`config.mk`:
```
export PLATFORM = sky130hd
export DESIGN_NAME = tpp_timer_ctrl
export DESIGN_NICKNAME = d
export VERILOG_FILES = /design/src/include/tpp_pkg.sv /design/src/core/tpp_prescale.sv /design/src/core/tpp_count.sv /design/src/core/tpp_timer_ctrl.sv
export VERILOG_INCLUDE_DIRS = /design/src /design/src/include
export SDC_FILE = /design/constraint.sdc
export NUM_CORES = 1
export LEC_CHECK = 0
export ABC_AREA = 1
export BUFFER_PORTS_ARGS = -buffer_cell sky130_fd_sc_hd__buf_2
export CAP_MARGIN = 20
export CORE_ASPECT_RATIO = 1.25
export CORE_MARGIN = 2
export CORE_UTILIZATION = 61
export CTS_CLUSTER_SIZE = 16
export DETAILED_ROUTE_END_ITERATION = 12
export PLACE_DENSITY = 0.83
export SLEW_MARGIN = 40
export SYNTH_ARGS = -nofsm -noshare
export SYNTH_HDL_FRONTEND = slang
export SYNTH_SLANG_ARGS = --single-unit
```
`constraint.sdc`:
```
create_clock -name clk -period 4 [get_ports clk]
set_clock_uncertainty 0.2 [all_clocks]
set_input_delay 0.8 -clock clk [delete_from_list [all_inputs] [get_ports clk]]
set_output_delay 0.8 -clock clk [all_outputs]
set_load 0.01 [all_outputs]
```
`src/include/tpp_consts.svh`:
```
// Register indices, field positions and reset values of the timer control block.
`ifndef TPP_CONSTS_SVH
`define TPP_CONSTS_SVH
`define TPP_IDX_W 6
`define TPP_IDX_SHORT_CTRL 6'h00
`define TPP_IDX_AUX_CTRL 6'h01
`define TPP_IDX_LONG_CTRL 6'h02
`define TPP_IDX_SHORT_RELOAD 6'h04
`define TPP_IDX_LONG_RELOAD 6'h05
`define TPP_IDX_COUNT 6'h06
`define TPP_BIT_RUN 7
`define TPP_BIT_SINGLE 6
`define TPP_BIT_TOUT 5
`define TPP_BIT_PRE_HI 4
`define TPP_BIT_PRE_LO 3
`define TPP_BIT_CAPM 2
`define TPP_BIT_PP_LO 2
`define TPP_BIT_PP_HI 3
`define TPP_RST_BYTE 8'h00
`define TPP_RST_WORD 16'h0000
`define TPP_RST_BUS 32'h0000_0000
`define TPP_PRE_DIV1 2'h0
`define TPP_DIV_W 3
`endif

```
`src/include/tpp_pkg.sv`:
```
// Types shared by the timer control block.
package tpp_pkg;
    typedef struct packed {
        logic run;
        logic single;
        logic [1:0] presc;
        logic cap_mask;
    } tpp_ctrl_s;
endpackage : tpp_pkg

```
`src/core/tpp_prescale.sv`:
```
// Prescaler that turns the system clock into a count tick of 1, 2, 4 or 8 cycles.
`timescale 1ns/10ps
`default_nettype none
`include "tpp_consts.svh"
module tpp_prescale
    import tpp_pkg::*;
(
    input wire logic clk,
    input wire logic rst,
    input wire logic [1:0] sel,
    output logic tick
);
    logic [`TPP_DIV_W-1:0] div_q;
    logic [`TPP_DIV_W-1:0] div_d;
    logic [`TPP_DIV_W-1:0] mask;

    always_comb begin
        div_d = div_q + 3'h1;
        mask = 3'((4'h1 << sel) - 4'h1);
        tick = ((div_q & mask) == 3'h0);
    end

    always_ff @(posedge clk) begin
        if (rst) begin
            div_q <= 3'h0;
        end else begin
            div_q <= div_d;
        end
    end

    a_div_period: assert property (@(posedge clk) disable iff (rst)
        (tick && sel == 2'h3 && $stable(sel)) |-> ##1 (!tick || sel != 2'h3) [*7])
        else $error("prescale divide by 8 ticked early");
endmodule : tpp_prescale
`default_nettype wire

```
`src/core/tpp_count.sv`:
```
// Reloading down-counter that flags its terminal count.
`timescale 1ns/10ps
`default_nettype none
module tpp_count #(
    parameter int W = 8
) (
    input wire logic clk,
    input wire logic rst,
    input wire logic run,
    input wire logic tick,
    input wire logic [W-1:0] reload,
    output logic [W-1:0] count,
    output logic tc
);
    logic [W-1:0] count_q;
    logic [W-1:0] count_d;

    always_comb begin
        tc = run && tick && (count_q == '0);
        count_d = count_q;
        if (!run) begin
            count_d = reload;
        end else if (tc) begin
            count_d = reload;
        end else if (tick) begin
            count_d = count_q - W'(1);
        end
    end

    always_ff @(posedge clk) begin
        if (rst) begin
            count_q <= '0;
        end else begin
            count_q <= count_d;
        end
    end

    assign count = count_q;
endmodule : tpp_count
`default_nettype wire

```
`src/core/tpp_timer_ctrl.sv`:
```
// Control of the short and long counters with ping-pong alternation and an APB slave.
`timescale 1ns/10ps
`default_nettype none
`include "tpp_consts.svh"
module tpp_timer_ctrl
    import tpp_pkg::*;
#(
    parameter int SHORT_W = 8,
    parameter int LONG_W = 16
) (
    input wire logic clk,
    input wire logic rst,
    input wire logic psel,
    input wire logic penable,
    input wire logic pwrite,
    input wire logic [7:0] paddr,
    input wire logic [31:0] pwdata,
    output logic [31:0] prdata,
    output logic pready,
    output logic pslverr,
    input wire logic capture_event,
    output logic capture_irq,
    output logic short_timeout_pulse,
    output logic long_timeout_pulse
);
    tpp_ctrl_s s_ctrl_q, s_ctrl_d, l_ctrl_q, l_ctrl_d;
    logic s_tout_q, s_tout_d, l_tout_q, l_tout_d;
    logic [7:0] aux_q, aux_d;
    logic [SHORT_W-1:0] s_reload_q, s_reload_d;
    logic [LONG_W-1:0] l_reload_q, l_reload_d;
    logic [31:0] prdata_q, prdata_d;
    logic irq_q, irq_d;
    logic s_tick, l_tick, s_tc, l_tc;
    logic [SHORT_W-1:0] s_count;
    logic [LONG_W-1:0] l_count;
    logic [`TPP_IDX_W-1:0] idx;
    logic mapped, setup, wr;
    logic wr_s, wr_l, wr_aux;
    logic ping_pong;

    // Bus decode: every index is one aligned word.
    always_comb begin
        idx = paddr[7:2];
        mapped = (idx == `TPP_IDX_SHORT_CTRL) || (idx == `TPP_IDX_AUX_CTRL) ||
                 (idx == `TPP_IDX_LONG_CTRL) || (idx == `TPP_IDX_SHORT_RELOAD) ||
                 (idx == `TPP_IDX_LONG_RELOAD) || (idx == `TPP_IDX_COUNT);
        setup = psel && !penable;
        wr = psel && penable && pwrite && mapped;
        wr_s = wr && (idx == `TPP_IDX_SHORT_CTRL);
        wr_l = wr && (idx == `TPP_IDX_LONG_CTRL);
        wr_aux = wr && (idx == `TPP_IDX_AUX_CTRL);
        pready = psel && penable;
        pslverr = psel && penable && !mapped;
        ping_pong = aux_q[`TPP_BIT_PP_HI] && aux_q[`TPP_BIT_PP_LO];
    end

    // Ticks are never gated by a processor halt, so the counters keep going.
    tpp_prescale u_s_pre (
        .clk(clk),
        .rst(rst),
        .sel(s_ctrl_q.presc),
        .tick(s_tick)
    );

    tpp_prescale u_l_pre (
        .clk(clk),
        .rst(rst),
        .sel(l_ctrl_q.presc),
        .tick(l_tick)
    );

    tpp_count #(.W(SHORT_W)) u_s_cnt (
        .clk(clk),
        .rst(rst),
        .run(s_ctrl_q.run),
        .tick(s_tick),
        .reload(s_reload_q),
        .count(s_count),
        .tc(s_tc)
    );

    tpp_count #(.W(LONG_W)) u_l_cnt (
        .clk(clk),
        .rst(rst),
        .run(l_ctrl_q.run),
        .tick(l_tick),
        .reload(l_reload_q),
        .count(l_count),
        .tc(l_tc)
    );

    // A software write to a run bit wins over the hardware start or stop of the same cycle.
    always_comb begin
        s_ctrl_d = s_ctrl_q;
        l_ctrl_d = l_ctrl_q;
        if (s_tc && (s_ctrl_q.single || ping_pong)) begin
            s_ctrl_d.run = 1'b0;
        end
        if (l_tc && (l_ctrl_q.single || ping_pong)) begin
            l_ctrl_d.run = 1'b0;
        end
        if (ping_pong && s_tc) begin
            l_ctrl_d.run = 1'b1;
        end
        if (ping_pong && l_tc) begin
            s_ctrl_d.run = 1'b1;
        end
        if (wr_s) begin
            s_ctrl_d.run = pwdata[`TPP_BIT_RUN];
            s_ctrl_d.single = pwdata[`TPP_BIT_SINGLE];
            s_ctrl_d.presc = pwdata[`TPP_BIT_PRE_HI:`TPP_BIT_PRE_LO];
            s_ctrl_d.cap_mask = pwdata[`TPP_BIT_CAPM];
        end
        if (wr_l) begin
            l_ctrl_d.run = pwdata[`TPP_BIT_RUN];
            l_ctrl_d.single = pwdata[`TPP_BIT_SINGLE];
            l_ctrl_d.presc = pwdata[`TPP_BIT_PRE_HI:`TPP_BIT_PRE_LO];
            l_ctrl_d.cap_mask = pwdata[`TPP_BIT_CAPM];
        end
    end

    // Time-out flags: a terminal count in the clearing cycle keeps the flag set.
    always_comb begin
        s_tout_d = s_tout_q;
        l_tout_d = l_tout_q;
        if (wr_s && pwdata[`TPP_BIT_TOUT]) begin
            s_tout_d = 1'b0;
        end
        if (wr_l && pwdata[`TPP_BIT_TOUT]) begin
            l_tout_d = 1'b0;
        end
        if (s_tc) begin
            s_tout_d = 1'b1;
        end
        if (l_tc) begin
            l_tout_d = 1'b1;
        end
    end

    always_comb begin
        aux_d = wr_aux ? pwdata[7:0] : aux_q;
        s_reload_d = s_reload_q;
        l_reload_d = l_reload_q;
        if (wr && idx == `TPP_IDX_SHORT_RELOAD) begin
            s_reload_d = pwdata[SHORT_W-1:0];
        end
        if (wr && idx == `TPP_IDX_LONG_RELOAD) begin
            l_reload_d = pwdata[LONG_W-1:0];
        end
        irq_d = capture_event && s_ctrl_q.cap_mask;
    end

    // Read data is captured in the setup cycle, so the access cycle answers at once.
    always_comb begin
        prdata_d = prdata_q;
        if (setup) begin
            prdata_d = `TPP_RST_BUS;
            case (idx)
                `TPP_IDX_SHORT_CTRL: begin
                    prdata_d[7:0] = {s_ctrl_q.run, s_ctrl_q.single, s_tout_q,
                                     s_ctrl_q.presc, s_ctrl_q.cap_mask, 2'h0};
                end
                `TPP_IDX_AUX_CTRL: begin
                    prdata_d[7:0] = aux_q;
                end
                `TPP_IDX_LONG_CTRL: begin
                    prdata_d[7:0] = {l_ctrl_q.run, l_ctrl_q.single, l_tout_q,
                                     l_ctrl_q.presc, l_ctrl_q.cap_mask, 2'h0};
                end
                `TPP_IDX_SHORT_RELOAD: begin
                    prdata_d[SHORT_W-1:0] = s_reload_q;
                end
                `TPP_IDX_LONG_RELOAD: begin
                    prdata_d[LONG_W-1:0] = l_reload_q;
                end
                `TPP_IDX_COUNT: begin
                    prdata_d[SHORT_W-1:0] = s_count;
                    prdata_d[SHORT_W+LONG_W-1:SHORT_W] = l_count;
                end
                default: begin
                    prdata_d = `TPP_RST_BUS;
                end
            endcase
        end
    end

    always_ff @(posedge clk) begin
        if (rst) begin
            s_ctrl_q <= '0;
            l_ctrl_q <= '0;
            s_tout_q <= 1'b0;
            l_tout_q <= 1'b0;
            aux_q <= `TPP_RST_BYTE;
            s_reload_q <= '0;
            l_reload_q <= '0;
            prdata_q <= `TPP_RST_BUS;
            irq_q <= 1'b0;
        end else begin
            s_ctrl_q <= s_ctrl_d;
            l_ctrl_q <= l_ctrl_d;
            s_tout_q <= s_tout_d;
            l_tout_q <= l_tout_d;
            aux_q <= aux_d;
            s_reload_q <= s_reload_d;
            l_reload_q <= l_reload_d;
            prdata_q <= prdata_d;
            irq_q <= irq_d;
        end
    end

    assign prdata = prdata_q;
    assign capture_irq = irq_q;
    assign short_timeout_pulse = s_tc;
    assign long_timeout_pulse = l_tc;

    a_run_reset: assert property (@(posedge clk)
        rst |=> !s_ctrl_q.run && !l_ctrl_q.run)
        else $error("counter running after reset");

    a_run_write: assert property (@(posedge clk) disable iff (rst)
        wr_s |=> s_ctrl_q.run == $past(pwdata[`TPP_BIT_RUN]))
        else $error("run bit did not follow write");

    a_tout_clear: assert property (@(posedge clk) disable iff (rst)
        (wr_s && pwdata[`TPP_BIT_TOUT] && !s_tc) |=> !s_tout_q)
        else $error("time-out flag not cleared by one");

    a_tout_keep: assert property (@(posedge clk) disable iff (rst)
        (s_tout_q && !(wr_s && pwdata[`TPP_BIT_TOUT])) |=> s_tout_q)
        else $error("time-out flag lost without clear");

    a_tc_sets: assert property (@(posedge clk) disable iff (rst)
        (s_tc |=> s_tout_q) and (l_tc |=> l_tout_q))
        else $error("terminal count did not set time-out");

    a_single_stop: assert property (@(posedge clk) disable iff (rst)
        (s_tc && s_ctrl_q.single && !ping_pong && !wr_s) |=> !s_ctrl_q.run)
        else $error("single pass counter kept running");

    a_modulo_runs: assert property (@(posedge clk) disable iff (rst)
        (s_tc && !s_ctrl_q.single && !ping_pong && !wr_s) |=> s_ctrl_q.run)
        else $error("modulo counter stopped at terminal count");

    a_pp_swap: assert property (@(posedge clk) disable iff (rst)
        (ping_pong && s_tc && !l_tc && !wr_s && !wr_l) |=> (l_ctrl_q.run && !s_ctrl_q.run))
        else $error("ping-pong did not hand over to long counter");

    a_cap_mask: assert property (@(posedge clk) disable iff (rst)
        capture_event |=> capture_irq == $past(s_ctrl_q.cap_mask))
        else $error("capture interrupt not gated by mask");

    a_prescale_one: assert property (@(posedge clk) disable iff (rst)
        (s_ctrl_q.presc == `TPP_PRE_DIV1) |-> s_tick)
        else $error("divide by one missed a tick");

    a_long_run_write: assert property (@(posedge clk) disable iff (rst)
        wr_l |=> l_ctrl_q.run == $past(pwdata[`TPP_BIT_RUN]))
        else $error("long run bit did not follow write");

    a_stop_holds: assert property (@(posedge clk) disable iff (rst)
        !s_ctrl_q.run |=> s_count == $past(s_reload_q))
        else $error("stopped counter left its reload value");

    a_run_count: assert property (@(posedge clk) disable iff (rst)
        (s_ctrl_q.run && s_tick && s_count != '0) |=>
            s_count == $past(s_count) - SHORT_W'(1))
        else $error("running counter did not step down on a tick");

    a_tc_reload: assert property (@(posedge clk) disable iff (rst)
        s_tc |=> s_count == $past(s_reload_q))
        else $error("terminal count did not reload the counter");

    a_long_modulo: assert property (@(posedge clk) disable iff (rst)
        (l_tc && !l_ctrl_q.single && !ping_pong && !wr_l) |=> l_ctrl_q.run)
        else $error("modulo long counter stopped at terminal count");

    a_long_tout_clear: assert property (@(posedge clk) disable iff (rst)
        (wr_l && pwdata[`TPP_BIT_TOUT] && !l_tc) |=> !l_tout_q)
        else $error("long time-out flag not cleared by one");

    a_long_tout_keep: assert property (@(posedge clk) disable iff (rst)
        (l_tout_q && !(wr_l && pwdata[`TPP_BIT_TOUT])) |=> l_tout_q)
        else $error("long time-out flag lost without clear");

    a_irq_quiet: assert property (@(posedge clk) disable iff (rst)
        !capture_event |=> !capture_irq)
        else $error("capture interrupt without a capture event");

    a_pp_swap_back: assert property (@(posedge clk) disable iff (rst)
        (ping_pong && l_tc && !s_tc && !wr_s && !wr_l) |=> (s_ctrl_q.run && !l_ctrl_q.run))
        else $error("ping-pong did not hand over to short counter");

    a_long_single_stop: assert property (@(posedge clk) disable iff (rst)
        (l_tc && l_ctrl_q.single && !ping_pong && !wr_l) |=> !l_ctrl_q.run)
        else $error("single pass long counter kept running");
endmodule : tpp_timer_ctrl
`default_nettype wire

```
Yosys cells after proc, flatten, opt, wreduce, memory -nomap -nowiden. Cells that the tools add are included.

$add $sub $neg: 6. Equal/unequal tests: 7. Shift-type cells: 2. Multiplexer cells: 19. Bitwise gates (word level): 2. Reduce and logical (&&, ||, !) cells: 40.

Operators by type and width (count): $mux W16 (3); $pmux W8 S6 (1); $mux W8 (4); $logic_and A1 B1 Y1 (22); $eq A6 B3 Y1 const B (3); $logic_not A16 Y1 (1); $pmux W8 S2 (1); $sub A16 B1 Y16 const B (1); $mux W5 (2); $logic_not A8 Y1 (1); $mux W1 (8); $sub A8 B1 Y8 const B (1); $logic_or A1 B1 Y1 (7); $add A3 B1 Y3 const B (2); $and A3 B3 Y3 (2); $eq A6 B1 Y1 const B (1); $eq A6 B2 Y1 const B (1); $logic_not A3 Y1 (2); $logic_not A6 Y1 (1); $ne A3 B1 Y1 const B (2); $reduce_bool A3 Y1 (2); $shl A1 B2 Y3 const A (2); $sub A3 B1 Y3 const B (2); $reduce_bool A2 Y1 (2); $logic_not A1 Y1 (2).

Bits in registers: 99. Input port bits: 46. Output and inout port bits: 37. Word-level logic and storage cells: 95.

Logic depth before layout (Yosys ltp).
Word-level depth: 11. Mapped depth: 12. Gate-level depth less buffers: 12.

Modules after synthesis. From an unflattened synthesis, not the netlist that was laid out.

Cell total of the unflattened synthesis: 801. Area total of the unflattened synthesis: 5322.6 um2.

By module, submodules not included: tpp_timer_ctrl (instances 1, cells each 448, area each 3163.0 um2, sequential area each 1381.3 um2); tpp_count at u_l_cnt (instances 1, cells each 211, area each 1266.2 um2, sequential area each 320.3 um2); tpp_count at u_s_cnt (instances 1, cells each 104, area each 635.6 um2, sequential area each 160.2 um2); tpp_prescale (instances 2, cells each 19, area each 128.9 um2, sequential area each 60.1 um2).

Worst setup path before layout. No wires, ideal clock.

Path type: input to output. Start point: input paddr[7]. End point: output pslverr. Arrival: 1.181 ns. Data required time: 3.000 ns. Slack: 1.819 ns. Stages: 4. Buffers on the path: 0. Cell sequence: inv_1 > nand4_2 > nand2_1 > inv_1.

Word-level cells in the longest chain between the ends: 8. Elaborated cells between the ends (all ways): 13. Those cells by class: 5 x eq/ne; 8 x reduce/logical.

RTL lines: start, declared (RTL line tpp_timer_ctrl.sv:16) `input wire logic [7:0] paddr,`; $eq A6 B1 Y1 or $logic_not A6 Y1 (tied branches); $logic_or A1 B1 Y1 (4 in a row) (RTL line tpp_timer_ctrl.sv:44) `` mapped = (idx == `TPP_IDX_SHORT_CTRL) || (idx == `TPP_IDX_AUX_CTRL) || ``; $logic_or A1 B1 Y1 * (RTL line tpp_timer_ctrl.sv:44); $logic_not A1 Y1 * (RTL line tpp_timer_ctrl.sv:53) `pslverr = psel && penable && !mapped;`; $logic_and A1 B1 Y1 * (RTL line tpp_timer_ctrl.sv:53); end, declared (RTL line tpp_timer_ctrl.sv:20) `output logic pslverr,`.

Mark *: on every way between the ends. The rest lies on a longest branch, timed or not.

Final worst setup path.
Start point: register u_l_cnt.count_q[0] (netlist: u_l_cnt.count[0]). End point: output long_timeout_pulse.

Word-level cells in the longest chain between the ends: 2.

RTL lines: start, declared (RTL line tpp_count.sv:15) `logic [W-1:0] count_q;`; start signal, assigned (RTL line tpp_count.sv:34) `count_q <= count_d;`; $logic_not A16 Y1 (RTL line tpp_count.sv:19) `tc = run && tick && (count_q == '0);`; $logic_and A1 B1 Y1 (RTL line tpp_count.sv:19); end, declared (RTL line tpp_timer_ctrl.sv:24) `output logic long_timeout_pulse`.

Every way passes these cells.

==> impl_metrics.yaml <==
critical_path:
  end_kind: "primary output"
  worstSetupPathType: "reg -> out"
  critPathRequiredTime_ns: 3.00
  critical_path_arrival_ns: 1.82
  critPathMaxFanout: 4
  reg2reg_depth: 6
  critPathLaunchType: "register"
routing:
  vias: 4836
  remaining_drc_errors: 0
  drt_iter0_drc: 349
  drt-met1-wl_mm: 5.02
  vias_per_cell: 5.66
  wl_met3_um: 739
  ant_nets: 0
  wl_per_cell_um: 14.7
  route.met2.wl_mm: 6.34
  dr.pass1.iters: 5
  highest_layer: "met4"
  drt_wl_total_mm: 12.6
sta:
  max_freq_ghz: 0.355
  final_max_slew_viol_count: 0
  hold_viol_final: 0
  setup_violations: 0
  whs_ns: 0.260
  rsz0062_at_grt: "false"
  worst_pin_slew_ns: 0.778
  tns_ns: 0
  slew_headroom: 0.480
  layout_min_cycle_time_ns: 2.82
  fin_crit_sh: 0.704
cells_and_area:
  stdcell_area_um2: 5480
  utilization: 0.672
  fillers: 743
  syn2layout_area_growth_pct: 8.04
  fin_nets: 804
  fin_cells: 855
  drive_gt1_frac: 0.156
  num_antenna_cells: 0
clocking:
  clkTransAtPathRegs_ns: 0.09
  clock-sinks: 99
  cts_made_buffers: 9
  cts_root_buf: "clkbuf_8"
  cts_hold_buf: 0
  insertion_delay_ns: 0.37
  htree_levels: 3
  cts_buffer_depth: 2
  post_cts_resized: 0
  cts_setup_buffers: 0
  cts_tree: "built"
synth:
  yosys.area.top_type_share: 0.391
  synth_edf_count: 0
  seq_area_frac_synth: 0.391
  yosys-top-cells-count: "nand2_1 (116), dfxtp_1 (99), inv_1 (97)"
  avgSynthCellArea_um2: 7.09
  async_flop_share: 0
  synth_top_cell_by_area: "dfxtp_1"
  synth_seq_cells: 99
  synth_cell_types: 36
  netlist_area_um2: 5070
  yosys_warnings: 0
  synth_cells: 715
  synth.most_common_cell: "nand2_1"
  synth-main-ff-cell: "dfxtp_1"
  synth_area_leaders: "dfxtp_1 (39%), nand2_1 (8.6%), a21oi_1 (8.4%), inv_1 (7.2%), o21ai_0 (6.0%)"
flow_run:
  max-cap-violations: 0
placement:
  gp_congestion: 0.980
  placed_cells: 839
  hpwl_mm: 8.90
  io_buffers: 56
  post_dp_cell_area_um2: 5280
floorplanning:
  die_w_um: 85.6
  placementRows: 37
  die_height_um: 106
  io_pins: 83
  die-area_um2: 9060
  start_util: 0.622
  core_um2: 8150
run_status:
  outcome: "finished, final reports clean"
grt:
  grt_usage: 0.284
  grt_max_degree: 48
  antenna_found_initial: 0
  grt_pass1_vias: 4515
  grt_pass1_wl_mm: 20.5
  grt-ovfl-total: 0
pwr:
  vdd_drop_max_mv: 0.273
  p_leak_uw: 0.00247
  power_density_nw_per_um2: 381
hold_path:
  hold_class: "reg -> reg"
  min_path_cells: 1
through the flow:
| step | worst slack (ns) | total power [µW] |
|---|---|---|
| floorplan | 1.82 | 1370 |
| global placement | 1.51 | 1440 |
| detailed placement | 1.47 | 1450 |
| CTS | 1.16 | 2080 |
| global route | 1.05 | 2170 |
| finish | 1.18 | 2090 |
path summary, 6_finish.rpt:
path / startpoint / to / slack [ns]
worst max-delay path: u_l_cnt.count[0] / long_timeout_pulse / 1.18
worst min-delay path: u_s_pre.div_q[0] / u_s_pre.div_q[0] / 0.26
worst max register to register: u_l_pre.div_q[0] / u_l_cnt.count[6] / 1.70
worst min register to register: u_s_pre.div_q[0] / u_s_pre.div_q[0] / 0.26
kinds of logic (layout without fill, tap and decap cells):
logic type / Yosys count / in the layout / share of synthesized area
other: 1 / 8 / 0.000739
XOR/XNOR: 11 / 11 / 0.0190
buffers and inverters: 147 / 183 / 0.128
adder cells (fa/ha/maj): 5 / 5 / 0.0123
flip-flops: 99 / 99 / 0.391
AO/OA/AOI/OAI: 208 / 208 / 0.219
AND/OR/NAND/NOR: 244 / 244 / 0.230
placed cells by master, fill, tap and decap left out, types with 2 or more instances in the layout:
cell type,n
nor2_2,6
inv_1,97
buf_4,3
nand4_1,4
a211oi_1,2
o21ai_0,61
inv_2,10
nor2_1,53
nand3_1,36
nand2_2,11
a21oi_1,85
xor2_1,7
clkbuf_8,13
nor3_1,2
ha_1,5
nor2_4,7
o21ai_1,33
o21bai_1,4
xnor2_1,4
o22ai_1,12
conb_1,8
nand2_1,116
o221ai_1,8
dfxtp_1,99
clkinvlp_4,2
nor2_8,2
nand3_4,3
buf_2,56
power by group:
group | switching [µW] | internal (µW)
Clock | 353 | 294
Sequential | 35.7 | 1020
Combinational | 246 | 136
Total | 635 | 1450
area by class of cell:
type                       count  area (µm²)  share of cell area
tap                           97         121              0.0222
timing repair buffer          59         303              0.0553
clock buffer                  13         179              0.0327
clock inverter                 3        20.0             0.00365
sequential                    99        1980               0.362
inverter                     108         405              0.0740
multi-input combinational    476        2470               0.451
critical path, cell delays in order (launching register included):
cell and delay, ns:
dfxtp_1 0.34, inv_1 0.12, ha_1 0.16, inv_1 0.04
nor2_1 0.19, nand2_2 0.11, nor2_4 0.13, nand2_2 0.07
nor2_4 0.13, buf_2 0.15
sequential cells by signal, indices dropped and copies added, names as in the netlist, 5 cells and up:
signal         flops
aux_q              8
l_ctrl_q           5
l_reload_q        16
prdata            24
s_ctrl_q           5
s_reload_q         8
u_l_cnt.count     16
u_s_cnt.count      8
routing by layer:
| layer | global-route usage | vias up |
|---|---|---|
| li1 | - | 2392 |
| met1 | 0.340 | 2208 |
| met2 | 0.491 | 194 |
| met3 | 0.0481 | 42 |
| met4 | 0.130 | 0 |
| met5 | 0 | - |
No activity file was read; power rests on OpenSTA's default activity.
